==> src/core/sfnc_pkg.sv <==
// shared constants, op codes and helpers for the small float and normalized converter
//
// Overview of operation
// - Half word holds sign, five exponent bits and ten fraction bits, high to low.
// - Half decode gives signed zero, subnormal, bias-15 normal, signed infinity or NaN.
// - Half word as integer: sign bit 15, exponent bits 14..10, fraction bits 9..0.
// - Subnormal and negative zero halves decode predictably; Inf and NaN never stall.
// - Unsigned 11-bit float: exponent bits 10..6, fraction bits 5..0, no sign.
// - Unsigned 11-bit decode: zero, subnormal, bias-15 normal, infinity, NaN.
// - Encode to 11-bit rounds nearest or toward zero; negatives zero, saturate 65024.
// - Small-float encode: minus infinity zero, plus infinity infinity, any NaN positive NaN.
// - Unsigned 10-bit float: exponent bits 9..5, fraction bits 4..0, no sign.
// - Unsigned 10-bit decode: zero, subnormal, bias-15 normal, infinity, NaN.
// - Encode to 10-bit rounds nearest or toward zero; negatives zero, saturate 64512.
// - Subnormal 11-bit and 10-bit codes decode to well-defined values.
// - Fixed-point input is 32-bit two's complement with sixteen fraction bits.
// - No division by zero or other input may stall or hang the datapath.
// - Unsigned normalized c converts to c over two-to-b minus one.
// - Signed normalized c converts to max of c over 2^(b-1)-1 and -1.
// - Float to unsigned normalized: clamp 0..1, scale by 2^b-1, round nearest.
// - Float to signed normalized: clamp -1..1, scale by 2^(b-1)-1, round nearest.
// - Normalized width is at least two, covering narrow alpha components.
package sfnc_pkg;
  localparam int          SFNC_EXP_W      = 5;
  localparam int          SFNC_HALF_MW    = 10;
  localparam int          SFNC_UF11_MW    = 6;
  localparam int          SFNC_UF10_MW    = 5;
  localparam int          SFNC_SMALL_BIAS = 15;
  localparam int          SFNC_F32_BIAS   = 127;
  localparam int          SFNC_FIX_FRAC   = 16;
  localparam int          SFNC_FRAC_BITS  = 32;
  localparam int          SFNC_NORM_W_DEF = 8;
  localparam int          SFNC_NORM_W_MIN = 2;
  localparam int          SFNC_NORM_W_MAX = 24;
  localparam logic [31:0] SFNC_F32_ONE    = 32'h3f80_0000;
  localparam logic [31:0] SFNC_F32_NEG1   = 32'hbf80_0000;
  localparam logic [31:0] SFNC_RESULT_RST = 32'h0000_0000;

  typedef enum logic [3:0] {
    SFNC_OP_HALF_TO_F32,
    SFNC_OP_UF11_TO_F32,
    SFNC_OP_UF10_TO_F32,
    SFNC_OP_F32_TO_UF11,
    SFNC_OP_F32_TO_UF10,
    SFNC_OP_FIX_TO_F32,
    SFNC_OP_UNORM_TO_F32,
    SFNC_OP_SNORM_TO_F32,
    SFNC_OP_F32_TO_UNORM,
    SFNC_OP_F32_TO_SNORM
  } sfnc_op_t;

  // index of the highest set bit, zero for an all-zero word
  function automatic logic [5:0] sfnc_msb32(input logic [31:0] v);
    logic [5:0] p;
    p = 6'h00;
    for (int i = 0; i < 32; i++) begin
      if (v[i]) begin
        p = 6'(i);
      end
    end
    return p;
  endfunction

  // single float of mag * 2^-fb, truncating; mantissa bits below the top 24 are dropped
  function automatic logic [31:0] sfnc_norm_f32(input logic s, input logic [31:0] mag, input logic [7:0] fb);
    logic [5:0]  p;
    logic [31:0] t;
    logic [7:0]  e;
    p = sfnc_msb32(mag);
    t = mag << (6'h1f - p);
    e = 8'(SFNC_F32_BIAS) + {2'h0, p} - fb;
    return (mag == 32'h0) ? 32'h0 : {s, e, t[30:8]};
  endfunction
endpackage

==> src/core/sfnc_converter.sv <==
// small float, fixed-point and normalized integer conversion datapath, one register stage
`timescale 1ns/1ps
module sfnc_converter #(
  parameter int NORM_W = sfnc_pkg::SFNC_NORM_W_DEF
) (
  // clock, reset and clock enable
  input  wire logic              clk_in,
  input  wire logic              reset_n_in,
  input  wire logic              enable_in,
  // request
  input  wire logic              valid_in,
  input  wire sfnc_pkg::sfnc_op_t op_in,
  input  wire logic [31:0]       data_in,
  input  wire logic              round_to_zero_in,
  // result
  output logic                   valid_out,
  output logic      [31:0]       result_out,
  output logic                   special_out
);
  import sfnc_pkg::*;

  if (NORM_W < SFNC_NORM_W_MIN || NORM_W > SFNC_NORM_W_MAX) begin : norm_w_check
    $error("NORM_W must lie between 2 and 24");
  end

  localparam logic [63:0]       UMAX  = (64'h1 << NORM_W) - 64'h1;
  localparam logic [63:0]       SMAX  = (64'h1 << (NORM_W - 1)) - 64'h1;
  localparam logic [NORM_W-1:0] SMIN  = {1'b1, {(NORM_W-1){1'b0}}};
  localparam logic [63:0]       HALF  = 64'h0000_0000_8000_0000;
  localparam logic [32:0]       FONE  = 33'h1_0000_0000;

  // |f| clamped to one, as a fraction scaled by 2^32; NaN reads as zero
  function automatic logic [32:0] f32_frac(input logic [31:0] f);
    logic [7:0]  e;
    logic [32:0] sig;
    logic [32:0] r;
    e   = f[30:23];
    sig = {9'h000, (e != 8'h00), f[22:0]};
    if (e == 8'hff && f[22:0] != 23'h0) begin
      r = 33'h0;
    end else if (e >= 8'h7f) begin
      r = FONE;
    end else if (e >= 8'h76) begin
      r = sig << (e - 8'h76);
    end else begin
      r = sig >> (8'h76 - e);
    end
    return r;
  endfunction

  // repeating a w-bit code c forever behind the point gives exactly c / (2^w - 1)
  function automatic logic [31:0] rep_frac(input logic [23:0] v, input int w);
    logic [31:0] r;
    r = 32'h0;
    for (int i = 0; i < 32; i++) begin
      r[31-i] = v[w - 1 - (i % w)];
    end
    return r;
  endfunction

  // small float units
  logic [31:0] half_val;
  logic [31:0] uf11_val;
  logic [31:0] uf10_val;
  logic        half_spec;
  logic        uf11_spec;
  logic        uf10_spec;
  logic [10:0] uf11_code;
  logic [9:0]  uf10_code;

  sfnc_small_dec #(.MW(SFNC_HALF_MW), .HAS_SIGN(1)) half_dec (
    .code_in     (data_in[15:0]),
    .value_out   (half_val),
    .special_out (half_spec)
  );

  sfnc_small_dec #(.MW(SFNC_UF11_MW), .HAS_SIGN(0)) uf11_dec (
    .code_in     (data_in[10:0]),
    .value_out   (uf11_val),
    .special_out (uf11_spec)
  );

  sfnc_small_dec #(.MW(SFNC_UF10_MW), .HAS_SIGN(0)) uf10_dec (
    .code_in     (data_in[9:0]),
    .value_out   (uf10_val),
    .special_out (uf10_spec)
  );

  sfnc_small_enc #(.MW(SFNC_UF11_MW)) uf11_enc (
    .f32_in   (data_in),
    .rtz_in   (round_to_zero_in),
    .code_out (uf11_code)
  );

  sfnc_small_enc #(.MW(SFNC_UF10_MW)) uf10_enc (
    .f32_in   (data_in),
    .rtz_in   (round_to_zero_in),
    .code_out (uf10_code)
  );

  // result stage
  logic              valid_r;
  logic              valid_nxt;
  logic [31:0]       result_r;
  logic [31:0]       result_nxt;
  logic              special_r;
  logic              special_nxt;
  logic              f32_special;
  logic [31:0]       fix_mag;
  logic [NORM_W-1:0] ucode;
  logic [NORM_W-1:0] scode;
  logic [NORM_W-1:0] smag;
  logic [32:0]       ffrac;
  logic [63:0]       uprod;
  logic [63:0]       sprod;
  logic [NORM_W-1:0] uq;
  logic [NORM_W-1:0] sq;
  logic [NORM_W-1:0] sres;

  always_comb begin
    f32_special = (data_in[30:23] == 8'hff);
    fix_mag     = data_in[31] ? (32'h0 - data_in) : data_in;
    ucode       = data_in[NORM_W-1:0];
    scode       = data_in[NORM_W-1:0];
    smag        = scode[NORM_W-1] ? (~scode + NORM_W'(1)) : scode;
    ffrac       = f32_frac(data_in);
    // multiply instead of divide: the scale is a constant, so no divisor can be zero
    uprod       = 64'(ffrac) * UMAX + HALF;
    sprod       = 64'(ffrac) * SMAX + HALF;
    uq          = uprod[32 +: NORM_W];
    sq          = sprod[32 +: NORM_W];
    sres        = data_in[31] ? (NORM_W'(0) - sq) : sq;
    valid_nxt   = valid_in;
    special_nxt = 1'b0;
    result_nxt  = result_r;
    if (valid_in) begin
      case (op_in)
        SFNC_OP_HALF_TO_F32: begin
          result_nxt  = half_val;
          special_nxt = half_spec;
        end
        SFNC_OP_UF11_TO_F32: begin
          result_nxt  = uf11_val;
          special_nxt = uf11_spec;
        end
        SFNC_OP_UF10_TO_F32: begin
          result_nxt  = uf10_val;
          special_nxt = uf10_spec;
        end
        SFNC_OP_F32_TO_UF11: begin
          result_nxt  = {21'h00_0000, uf11_code};
          special_nxt = f32_special;
        end
        SFNC_OP_F32_TO_UF10: begin
          result_nxt  = {22'h00_0000, uf10_code};
          special_nxt = f32_special;
        end
        SFNC_OP_FIX_TO_F32: begin
          result_nxt = sfnc_norm_f32(data_in[31], fix_mag, 8'(SFNC_FIX_FRAC));
        end
        SFNC_OP_UNORM_TO_F32: begin
          if (ucode == {NORM_W{1'b1}}) begin
            result_nxt = SFNC_F32_ONE;
          end else begin
            result_nxt = sfnc_norm_f32(1'b0, rep_frac(24'(ucode), NORM_W), 8'(SFNC_FRAC_BITS));
          end
        end
        SFNC_OP_SNORM_TO_F32: begin
          // the most negative code lies outside the symmetric range and clamps
          if (scode == SMIN) begin
            result_nxt = SFNC_F32_NEG1;
          end else if (smag[NORM_W-2:0] == {(NORM_W-1){1'b1}}) begin
            result_nxt = scode[NORM_W-1] ? SFNC_F32_NEG1 : SFNC_F32_ONE;
          end else begin
            result_nxt = sfnc_norm_f32(scode[NORM_W-1], rep_frac(24'(smag[NORM_W-2:0]), NORM_W - 1),
                                       8'(SFNC_FRAC_BITS));
          end
        end
        SFNC_OP_F32_TO_UNORM: begin
          // negatives and NaN clamp to zero
          result_nxt  = data_in[31] ? 32'h0 : {{(32-NORM_W){1'b0}}, uq};
          special_nxt = f32_special;
        end
        SFNC_OP_F32_TO_SNORM: begin
          result_nxt  = {{(32-NORM_W){sres[NORM_W-1]}}, sres};
          special_nxt = f32_special;
        end
        default: begin
          result_nxt = SFNC_RESULT_RST;
        end
      endcase
    end
  end

  // reset takes effect even while the clock enable is low
  always_ff @(posedge clk_in) begin
    if (!reset_n_in) begin
      valid_r   <= 1'b0;
      result_r  <= SFNC_RESULT_RST;
      special_r <= 1'b0;
    end else if (enable_in) begin
      valid_r   <= valid_nxt;
      result_r  <= result_nxt;
      special_r <= special_nxt;
    end
  end

  assign valid_out   = valid_r;
  assign result_out  = result_r;
  assign special_out = special_r;

  logic take;
  assign take = enable_in && valid_in;
endmodule

==> src/core/sfnc_small_dec.sv <==
// decoder from a small float word (half, unsigned 11-bit or 10-bit) to single precision
`timescale 1ns/1ps
module sfnc_small_dec #(
  parameter int MW       = 10,
  parameter int HAS_SIGN = 1
) (
  // small float word
  input  wire logic [HAS_SIGN+sfnc_pkg::SFNC_EXP_W+MW-1:0] code_in,
  // decoded value
  output logic      [31:0]                                 value_out,
  output logic                                             special_out
);
  import sfnc_pkg::*;

  localparam int W = HAS_SIGN + SFNC_EXP_W + MW;

  logic          sgn;
  logic [4:0]    expo;
  logic [MW-1:0] man;

  always_comb begin
    sgn         = (HAS_SIGN != 0) ? code_in[W-1] : 1'b0;
    expo        = code_in[MW +: SFNC_EXP_W];
    man         = code_in[MW-1:0];
    special_out = (expo == 5'h1f);
    if (expo == 5'h00) begin
      // zero and subnormal share one path: man * 2^-(14+MW), sign kept for zero
      value_out     = sfnc_norm_f32(sgn, 32'(man), 8'(SFNC_SMALL_BIAS - 1 + MW));
      value_out[31] = sgn;
    end else if (expo == 5'h1f) begin
      // fraction carried over, so a NaN stays non-zero and an infinity stays zero
      value_out = {sgn, 8'hff, man, {(23-MW){1'b0}}};
    end else begin
      value_out = {sgn, 8'({3'h0, expo}) + 8'(SFNC_F32_BIAS - SFNC_SMALL_BIAS),
                   man, {(23-MW){1'b0}}};
    end
  end
endmodule

==> src/core/sfnc_small_enc.sv <==
// encoder from single precision to an unsigned small float (11-bit or 10-bit)
`timescale 1ns/1ps
module sfnc_small_enc #(
  parameter int MW = 6
) (
  // single precision value and rounding mode
  input  wire logic [31:0]                      f32_in,
  input  wire logic                             rtz_in,
  // encoded word
  output logic      [sfnc_pkg::SFNC_EXP_W+MW-1:0] code_out
);
  import sfnc_pkg::*;

  localparam int         W       = SFNC_EXP_W + MW;
  localparam logic [W-1:0] MAX_FIN = {5'h1e, {MW{1'b1}}};
  localparam logic [W-1:0] INF_C   = {5'h1f, {MW{1'b0}}};
  localparam logic [W-1:0] QNAN_C  = {5'h1f, 1'b1, {(MW-1){1'b0}}};

  logic [7:0]  fe;
  logic [22:0] ff;
  logic [8:0]  te;
  logic [8:0]  sv;
  logic [5:0]  sh;
  logic [47:0] ext;
  logic [4:0]  ebits;
  logic        rnd;
  logic        stk;
  logic        inc;
  logic [W:0]  code;

  always_comb begin
    fe    = f32_in[30:23];
    ff    = f32_in[22:0];
    te    = {1'b0, fe} - 9'(SFNC_F32_BIAS - SFNC_SMALL_BIAS);
    sv    = 9'h001 - te;
    // target subnormals shift the significand right; past 26 nothing survives anyway
    if (te[8] || te == 9'h000) begin
      sh    = (sv > 9'h01a) ? 6'h1a : sv[5:0];
      ebits = 5'h00;
    end else begin
      sh    = 6'h00;
      ebits = te[4:0];
    end
    ext   = {1'b1, ff, 24'h00_0000} >> sh;
    rnd   = ext[46-MW];
    stk   = |ext[45-MW:0];
    inc   = !rtz_in && rnd && (stk || ext[47-MW]);
    code  = {1'b0, ebits, ext[46 -: MW]} + (W+1)'(inc);
    if (fe == 8'hff && ff != 23'h0) begin
      code_out = QNAN_C;
    end else if (f32_in[31]) begin
      code_out = '0;
    end else if (fe == 8'hff) begin
      code_out = INF_C;
    end else if (!te[8] && te > 9'h01e) begin
      code_out = MAX_FIN;
    end else if (code >= (W+1)'(INF_C)) begin
      // rounding up from the largest finite code must not reach infinity
      code_out = MAX_FIN;
    end else begin
      code_out = code[W-1:0];
    end
  end
endmodule

==> config.mk <==
export PLATFORM = sky130hd
export DESIGN_NAME = sfnc_converter
export DESIGN_NICKNAME = d
export VERILOG_FILES = /design/src/core/sfnc_pkg.sv /design/src/core/sfnc_converter.sv /design/src/core/sfnc_small_dec.sv /design/src/core/sfnc_small_enc.sv
export SDC_FILE = /design/constraint.sdc
export NUM_CORES = 1
export LEC_CHECK = 0
export ABC_AREA = 1
export BUFFER_PORTS_ARGS = -buffer_cell sky130_fd_sc_hd__buf_2
export CELL_PAD_IN_SITES_DETAIL_PLACEMENT = 1
export CELL_PAD_IN_SITES_GLOBAL_PLACEMENT = 1
export CORE_UTILIZATION = 47
export CTS_CLUSTER_SIZE = 8
export DETAILED_ROUTE_END_ITERATION = 8
export PLACE_DENSITY_LB_ADDON = 0.1
export SYNTH_ARGS = -nofsm -noshare
export SYNTH_HDL_FRONTEND = slang
export SYNTH_SLANG_ARGS = --single-unit
==> constraint.sdc <==
create_clock -name clk_in -period 9.55 [get_ports clk_in]
set_clock_uncertainty 0.2 [all_clocks]
set_input_delay 0.955 -clock clk_in [delete_from_list [all_inputs] [get_ports clk_in]]
set_output_delay 0.955 -clock clk_in [all_outputs]
set_load 0.01 [all_outputs]
After elaboration in Yosys (flattened, before gate mapping):

Cells that the tools add are included.

* output and inout port bits: 34
* bits in registers: 34
* logic and storage cells: 203
* input bits: 41

* $add $sub $neg: 32
* equal/unequal tests: 16
* bitwise gates (word level): 1
* $mul: 2
* reductions and logical operators: 28
* shift-type cells: 9
* $lt $le $gt $ge: 6
* mux-type cells: 106

Operator list (count)
* $mux 6: 62
* $pmux 32 s10: 1
* $mux 31: 9
* $mux 32: 8
* $mux 33: 3
* $logic_not 32->1: 3
* $shl 32x6->31: 3
* $add 40x32->40 const B: 2
* $mux 11: 5
* $mux 10: 5
* $add 7x6->8 const A: 6
* $shr 48x6->47: 1
* $reduce_or 41->1: 1
* $mul 33x7->40 const B: 1
* $mul 33x8->40 const B: 1
* $reduce_or 40->1: 1
* $sub 5x6->6 const A: 6
* $shl 24x8->33: 1
* $shr 24x8->33: 1
* $sub 1x32->32 const A: 1
* $sub 8x5->8 const B: 4
* $shl 10x6->31: 1
* $shl 5x6->31: 1
* $shl 6x6->31: 1
* other kinds (41): 72

Logic depth before layout (Yosys ltp):

* depth after elaboration: 39
* depth in mapped cells: 61
* depth with buffers taken out: 59

By module:

Synthesis repeated with hierarchy kept, for this count alone.

* cell total of the unflattened synthesis: 4383
* area, all modules: 25774.7 µm²

Modules (own cells, without submodules)
* sfnc_converter: area an instance 18477.7 µm², sequential area each 680.7 µm², cells each 2921, times used 1
* sfnc_small_enc at uf11_enc: area an instance 2841.5 µm², sequential area each 0.0 µm², cells each 584, times used 1
* sfnc_small_enc at uf10_enc: area an instance 2632.5 µm², sequential area each 0.0 µm², cells each 547, times used 1
* sfnc_small_dec at half_dec: area an instance 804.5 µm², sequential area each 0.0 µm², cells each 153, times used 1
* sfnc_small_dec at uf11_dec: area an instance 548.0 µm², sequential area each 0.0 µm², cells each 99, times used 1
* sfnc_small_dec at uf10_dec: area an instance 470.5 µm², sequential area each 0.0 µm², cells each 79, times used 1

Worst setup path after synthesis:

OpenSTA, ideal clock, no wires.

* path type: input to register
* start point: input data_in[24]
* end point: register result_r[10], in the netlist result_out[10]
* path slack: 0.668 ns
* buffers on the path: 5
* setup time: 0.070 ns
* cell stages on the path: 44
* required time: 9.280 ns
* arrival time: 8.612 ns
* cell sequence: inv_2 -> buf_1 -> clkbuf_1 -> ha_1 -> clkinv_1 -> clkbuf_1 -> buf_1 -> nand2_1 -> o21ai_0 -> o21ai_0 -> o211ai_1 -> a21oi_1 -> nor3_1 -> inv_1 -> fa_1 -> fa_1 -> fa_1 -> fa_1 -> [8 not listed] -> nor2_1 -> o21ai_0 -> nand4_1 -> nand2_1 -> or2_2 -> nand2_1 -> nor3b_1 -> nand2_1 -> nor2_1 -> nand2_1 -> nand3_1 -> nand2_1 -> nor2_1 -> clkbuf_1 -> nor3_1 -> nand3_1 -> nand2_1 -> a21oi_1

* longest elaborated chain between the ends: 17
* elaborated cells on any way between the ends: 56
* classes of those cells: 9 x add/sub; 1 x mul; 5 x order compare; 1 x eq/ne; 4 x shift; 25 x mux; 11 x reduce/logical

RTL lines
* start, declared: RTL line sfnc_converter.sv:13 `input wire logic [31:0] data_in,`
* parallel branches: the longest is 16 deep, another holds $mul 33x7->40
* $pmux 32 s10 (*): RTL line sfnc_converter.sv:137 `case (op_in)`
* end signal, assigned: RTL line sfnc_converter.sv:203 `result_r <= result_nxt;`
* end, declared: RTL line sfnc_converter.sv:104 `logic [31:0] result_r;`

Every way passes the cells marked *. The select of a mux whose other input is x is not followed.
A chain may end at the register's enable or synchronous reset.

Worst setup path after layout:

* start point: input data_in[23]
* end point: register result_r[5], in the netlist result_out[5]

* longest elaborated chain between the ends: 17
* elaborated cells on any way between the ends: 71
* classes of those cells: 11 x add/sub; 2 x mul; 6 x order compare; 1 x eq/ne; 4 x shift; 32 x mux; 15 x reduce/logical

RTL lines (RTL line)
* parallel branches: the longest is 16 deep, another holds $mul 33x7->40
* $pmux 32 s10 (*): sfnc_converter.sv:137

Marked as above.

==> flow_summary.rst <==
.. list-table::
   :header-rows: 1

   * - Metric
     - Value
   * - Cell with the most instances after synthesis
     - nand2_1
   * - Count of endpoints failing hold in the final timing report
     - 0
   * - Last weighted congestion value of the routability-driven placer
     - 1.011
   * - Buffers on Ports
     - 74
   * - Final HPWL from detailed placement
     - 84.17 mm
   * - Area growth from synthesis to layout
     - 13.68%
   * - Upper clock frequency limit
     - 98.91 MHz
   * - Wire length of the first global-routing pass
     - 152.8 mm
   * - Bufs on Longest Clock Path
     - 2
   * - Number of enable flip-flop cells after synthesis
     - 0
   * - Drt drc
     - 1
   * - Fill cells
     - 6059
   * - Clock tree from TritonCTS
     - yes
   * - H-tree depth
     - 2
   * - Crit path required time
     - 9480 ps
   * - Syn_nets
     - 3820
   * - Via count of the first global-routing pass
     - 27016
   * - Global routing usage summed across all routing layers
     - 0.4447
   * - Arrival time worst endpoint
     - 10040 ps
   * - Max-Slew Margin vs Limit
     - 0.1969
   * - P_leak
     - 12.10 nW
   * - Pin count of the biggest net entering global routing
     - 51
   * - Number of antenna violations at the first check in global routing
     - 5
   * - Worst-path cell with the longest stage delay
     - nor3b_1
   * - Delay of the slowest cell on the worst path
     - 820 ps
   * - Cell types with the largest area share after synthesis
     - fa_1 (21%), nand2_1 (14%), inv_1 (11%)
   * - Top Ports
     - 75
   * - Final critical-path share of the clock period
     - 1.059
   * - Initial core utilization
     - 0.4796
   * - Number of instances in the synthesized netlist
     - 3387
   * - Die Area
     - 0.04509 mm^2
   * - Most instantiated flip-flop cell in the synthesis netlist
     - dfxtp_1
   * - Drt via density
     - 6.415
   * - Outcome
     - complete, but fails checks
   * - Worst Setup Slack, final
     - -560.1 ps
   * - Number of buffers added by the clock tree synthesis step
     - 5
   * - Cell accounting for the most synthesized area
     - fa_1
   * - Maximum fanout count along the critical path
     - 7
   * - Wire per inst
     - 27.03 um
   * - Floorplan row count
     - 76
   * - Max-capacitance violation count
     - 0
   * - Top-area cell type share of the netlist area
     - 0.2050
   * - Number of nets with antenna violations after detailed routing
     - 0
   * - Skew-Pair Late Insertion Delay
     - 280 ps
   * - Worst slew pin tran
     - 1194 ps
   * - Clock Sinks
     - 34
   * - Post-Place Worst Slack
     - -596.2 ps
   * - Period minus WS final
     - 10110 ps
   * - Die Y-Extent
     - 212.4 um
   * - Die width
     - 212.4 um
   * - Net count of the finished layout
     - 3988
   * - Nature of the critical path endpoint
     - flop
   * - Overall overflow remaining after global route
     - 0
   * - Power Dens Cells
     - 114.8 mW/mm^2
   * - Fraction of layout instances using a drive strength above 1
     - 0.1429
   * - Detailed Route Iter0 Violations
     - 2988
   * - 1st-pass router iterations
     - 9
   * - Cell Area, Synth
     - 0.02080 mm^2
   * - Async set-or-reset flop fraction in the synthesized netlist
     - 0
   * - Core Footprint
     - 0.04336 mm^2
   * - Number of failing setup endpoints in the final timing report
     - 32
   * - Average size of a mapped cell
     - 6.140 um^2
   * - Hold-fix buffer count after cts
     - 0
   * - Netlist cell types
     - 67
   * - Count of warnings emitted by yosys
     - 0
   * - IR Drop Worst-Case VDD
     - 0.1106 mV
   * - Startpoint type of the worst setup path
     - primary input
   * - Setup Crit Path Kind
     - primary input to flop
   * - Master cell of the clock root buffer
     - clkbuf_16
   * - Worst hold margin
     - 272.2 ps
   * - Final WL
     - 112.0 mm
   * - Synth top cells by count
     - nand2_1 (785), inv_1 (633), nand3_1 (276), o21ai_0 (260), nor2_1 (241)
   * - Clock slew at the register clock pins of the worst setup and hold paths
     - 60 ps
   * - Sequential area share after synthesis
     - 0.03273
   * - DR vias
     - 26571
   * - Synth Register Bits
     - 34
   * - Final number of max-transition violations
     - 0
   * - Failing checks
     - DRC, setup timing
   * - Min-delay worst type
     - flop to flop
   * - Setup repair after global routing missed its margin
     - yes
-- layout make-up --
class                           count  area (um^2)  area share
Antenna cell                        1        2.502   0.0001058
Clock buffer                        7        142.6    0.006033
Clock inverter                      1        5.005   0.0002117
Inverter                          672         2532      0.1071
Multi-Input combinational cell   2560        17590      0.7440
Sequential cell                    34        680.7     0.02879
Tap cell                          585        732.0     0.03096
Timing Repair Buffer              282         1958     0.08283
-- final timing paths --
| check | start | slack (ps) | endpoint | cells past startpoint |
|---|---|---|---|---|
| max | data_in[23] | -560 | result_out[5] | 40 |
| min reg2reg | result_out[31] | 270 | result_out[31] | 2 |
| max reg2reg | result_out[10] | 8380 | result_out[10] | 2 |
| min | result_out[31] | 270 | result_out[31] | 2 |
-- critical path: cells and delay by family --
kind                     cells  cell delay [ps]
AND/OR/NAND/NOR             13             2350
buffers and inverters        7             1160
XOR/XNOR                     2              410
adder cells (fa/ha/maj)      6             2610
AO/OA/AOI/OAI               12             2520
-- kinds of logic after synthesis --
| kind of cell | synth area share |
|---|---|
| buffers and inverters | 0.1476 |
| AOI/OAI and AO/OA | 0.1709 |
| adders and majority gates | 0.3127 |
| DFF | 0.03273 |
| muxes | 0.004332 |
| xor gates and xnor gates | 0.02840 |
| and+or+nand+nor | 0.3034 |
-- repair_timing --
action                     in CTS  in global routing
gates resized for setup        17                159
setup endpoints to repair      25                 32
buffers inserted                0                 16
pin swaps                       4                 55
-- state kept, by name, indices dropped and copies added (netlist names) --
name	count
result_out	32
valid_out	1
special_out	1
-- routing by layer --
| layer | wire length, um | GRT usage | vias to the layer above |
|---|---|---|---|
| li1 | - | - | 11166 |
| met1 | 38360 | 0.4982 | 12625 |
| met2 | 49080 | 0.7491 | 1907 |
| met3 | 12420 | 0.09365 | 861 |
| met4 | 11850 | 0.3223 | 12 |
| met5 | 257 | 0 | - |
-- report_power, final --
part | internal [W] | leakage (nW) | switching, W
Combinational | 0.000826 | 11.8 | 0.00157
Clock | 0.000104 | 0.0739 | 0.0000649
Sequential | 0.000147 | 0.275 | 0.00000510
Total | 0.00108 | 12.1 | 0.00164
-- stage by stage --
| stage | TNS (ps) | utilization | instance area (um^2) | total power, W | instances |
|---|---|---|---|---|---|
| final | -9656 | 0.5452 | 23640 | 0.002714 | 4142 |
| after global routing | -21140 | 0.5452 | 23640 | 0.002847 | 4142 |
| after CTS | 0 | 0.5306 | 23010 | 0.002413 | 4125 |
| after detailed placement | -10930 | 0.5260 | 22810 | 0.002228 | 4117 |
| after global placement | -116.2 | 0.5260 | 22810 | 0.002018 | 4117 |
| after floorplan | 0 | - | 20800 | 0.001437 | 3387 |
-- placed cells by master, fill, tap and decap left out, drive strengths merged, types with 8 or more instances in the layout --
master,n
nand2,794
inv,658
o21ai,287
buf,281
nand3,280
nor2,265
fa,213
a21oi,210
ha,179
xor2,53
nor3,51
dfxtp,34
nand4,34
o211ai,27
or2,18
a211oi,16
o2111ai,14
a31oi,14
clkinv,13
o31ai,12
xnor2,11
nor4,10
mux2i,9
a221oi,9
o221ai,8
clkbuf,8
(Power assumes the default switching activity.)
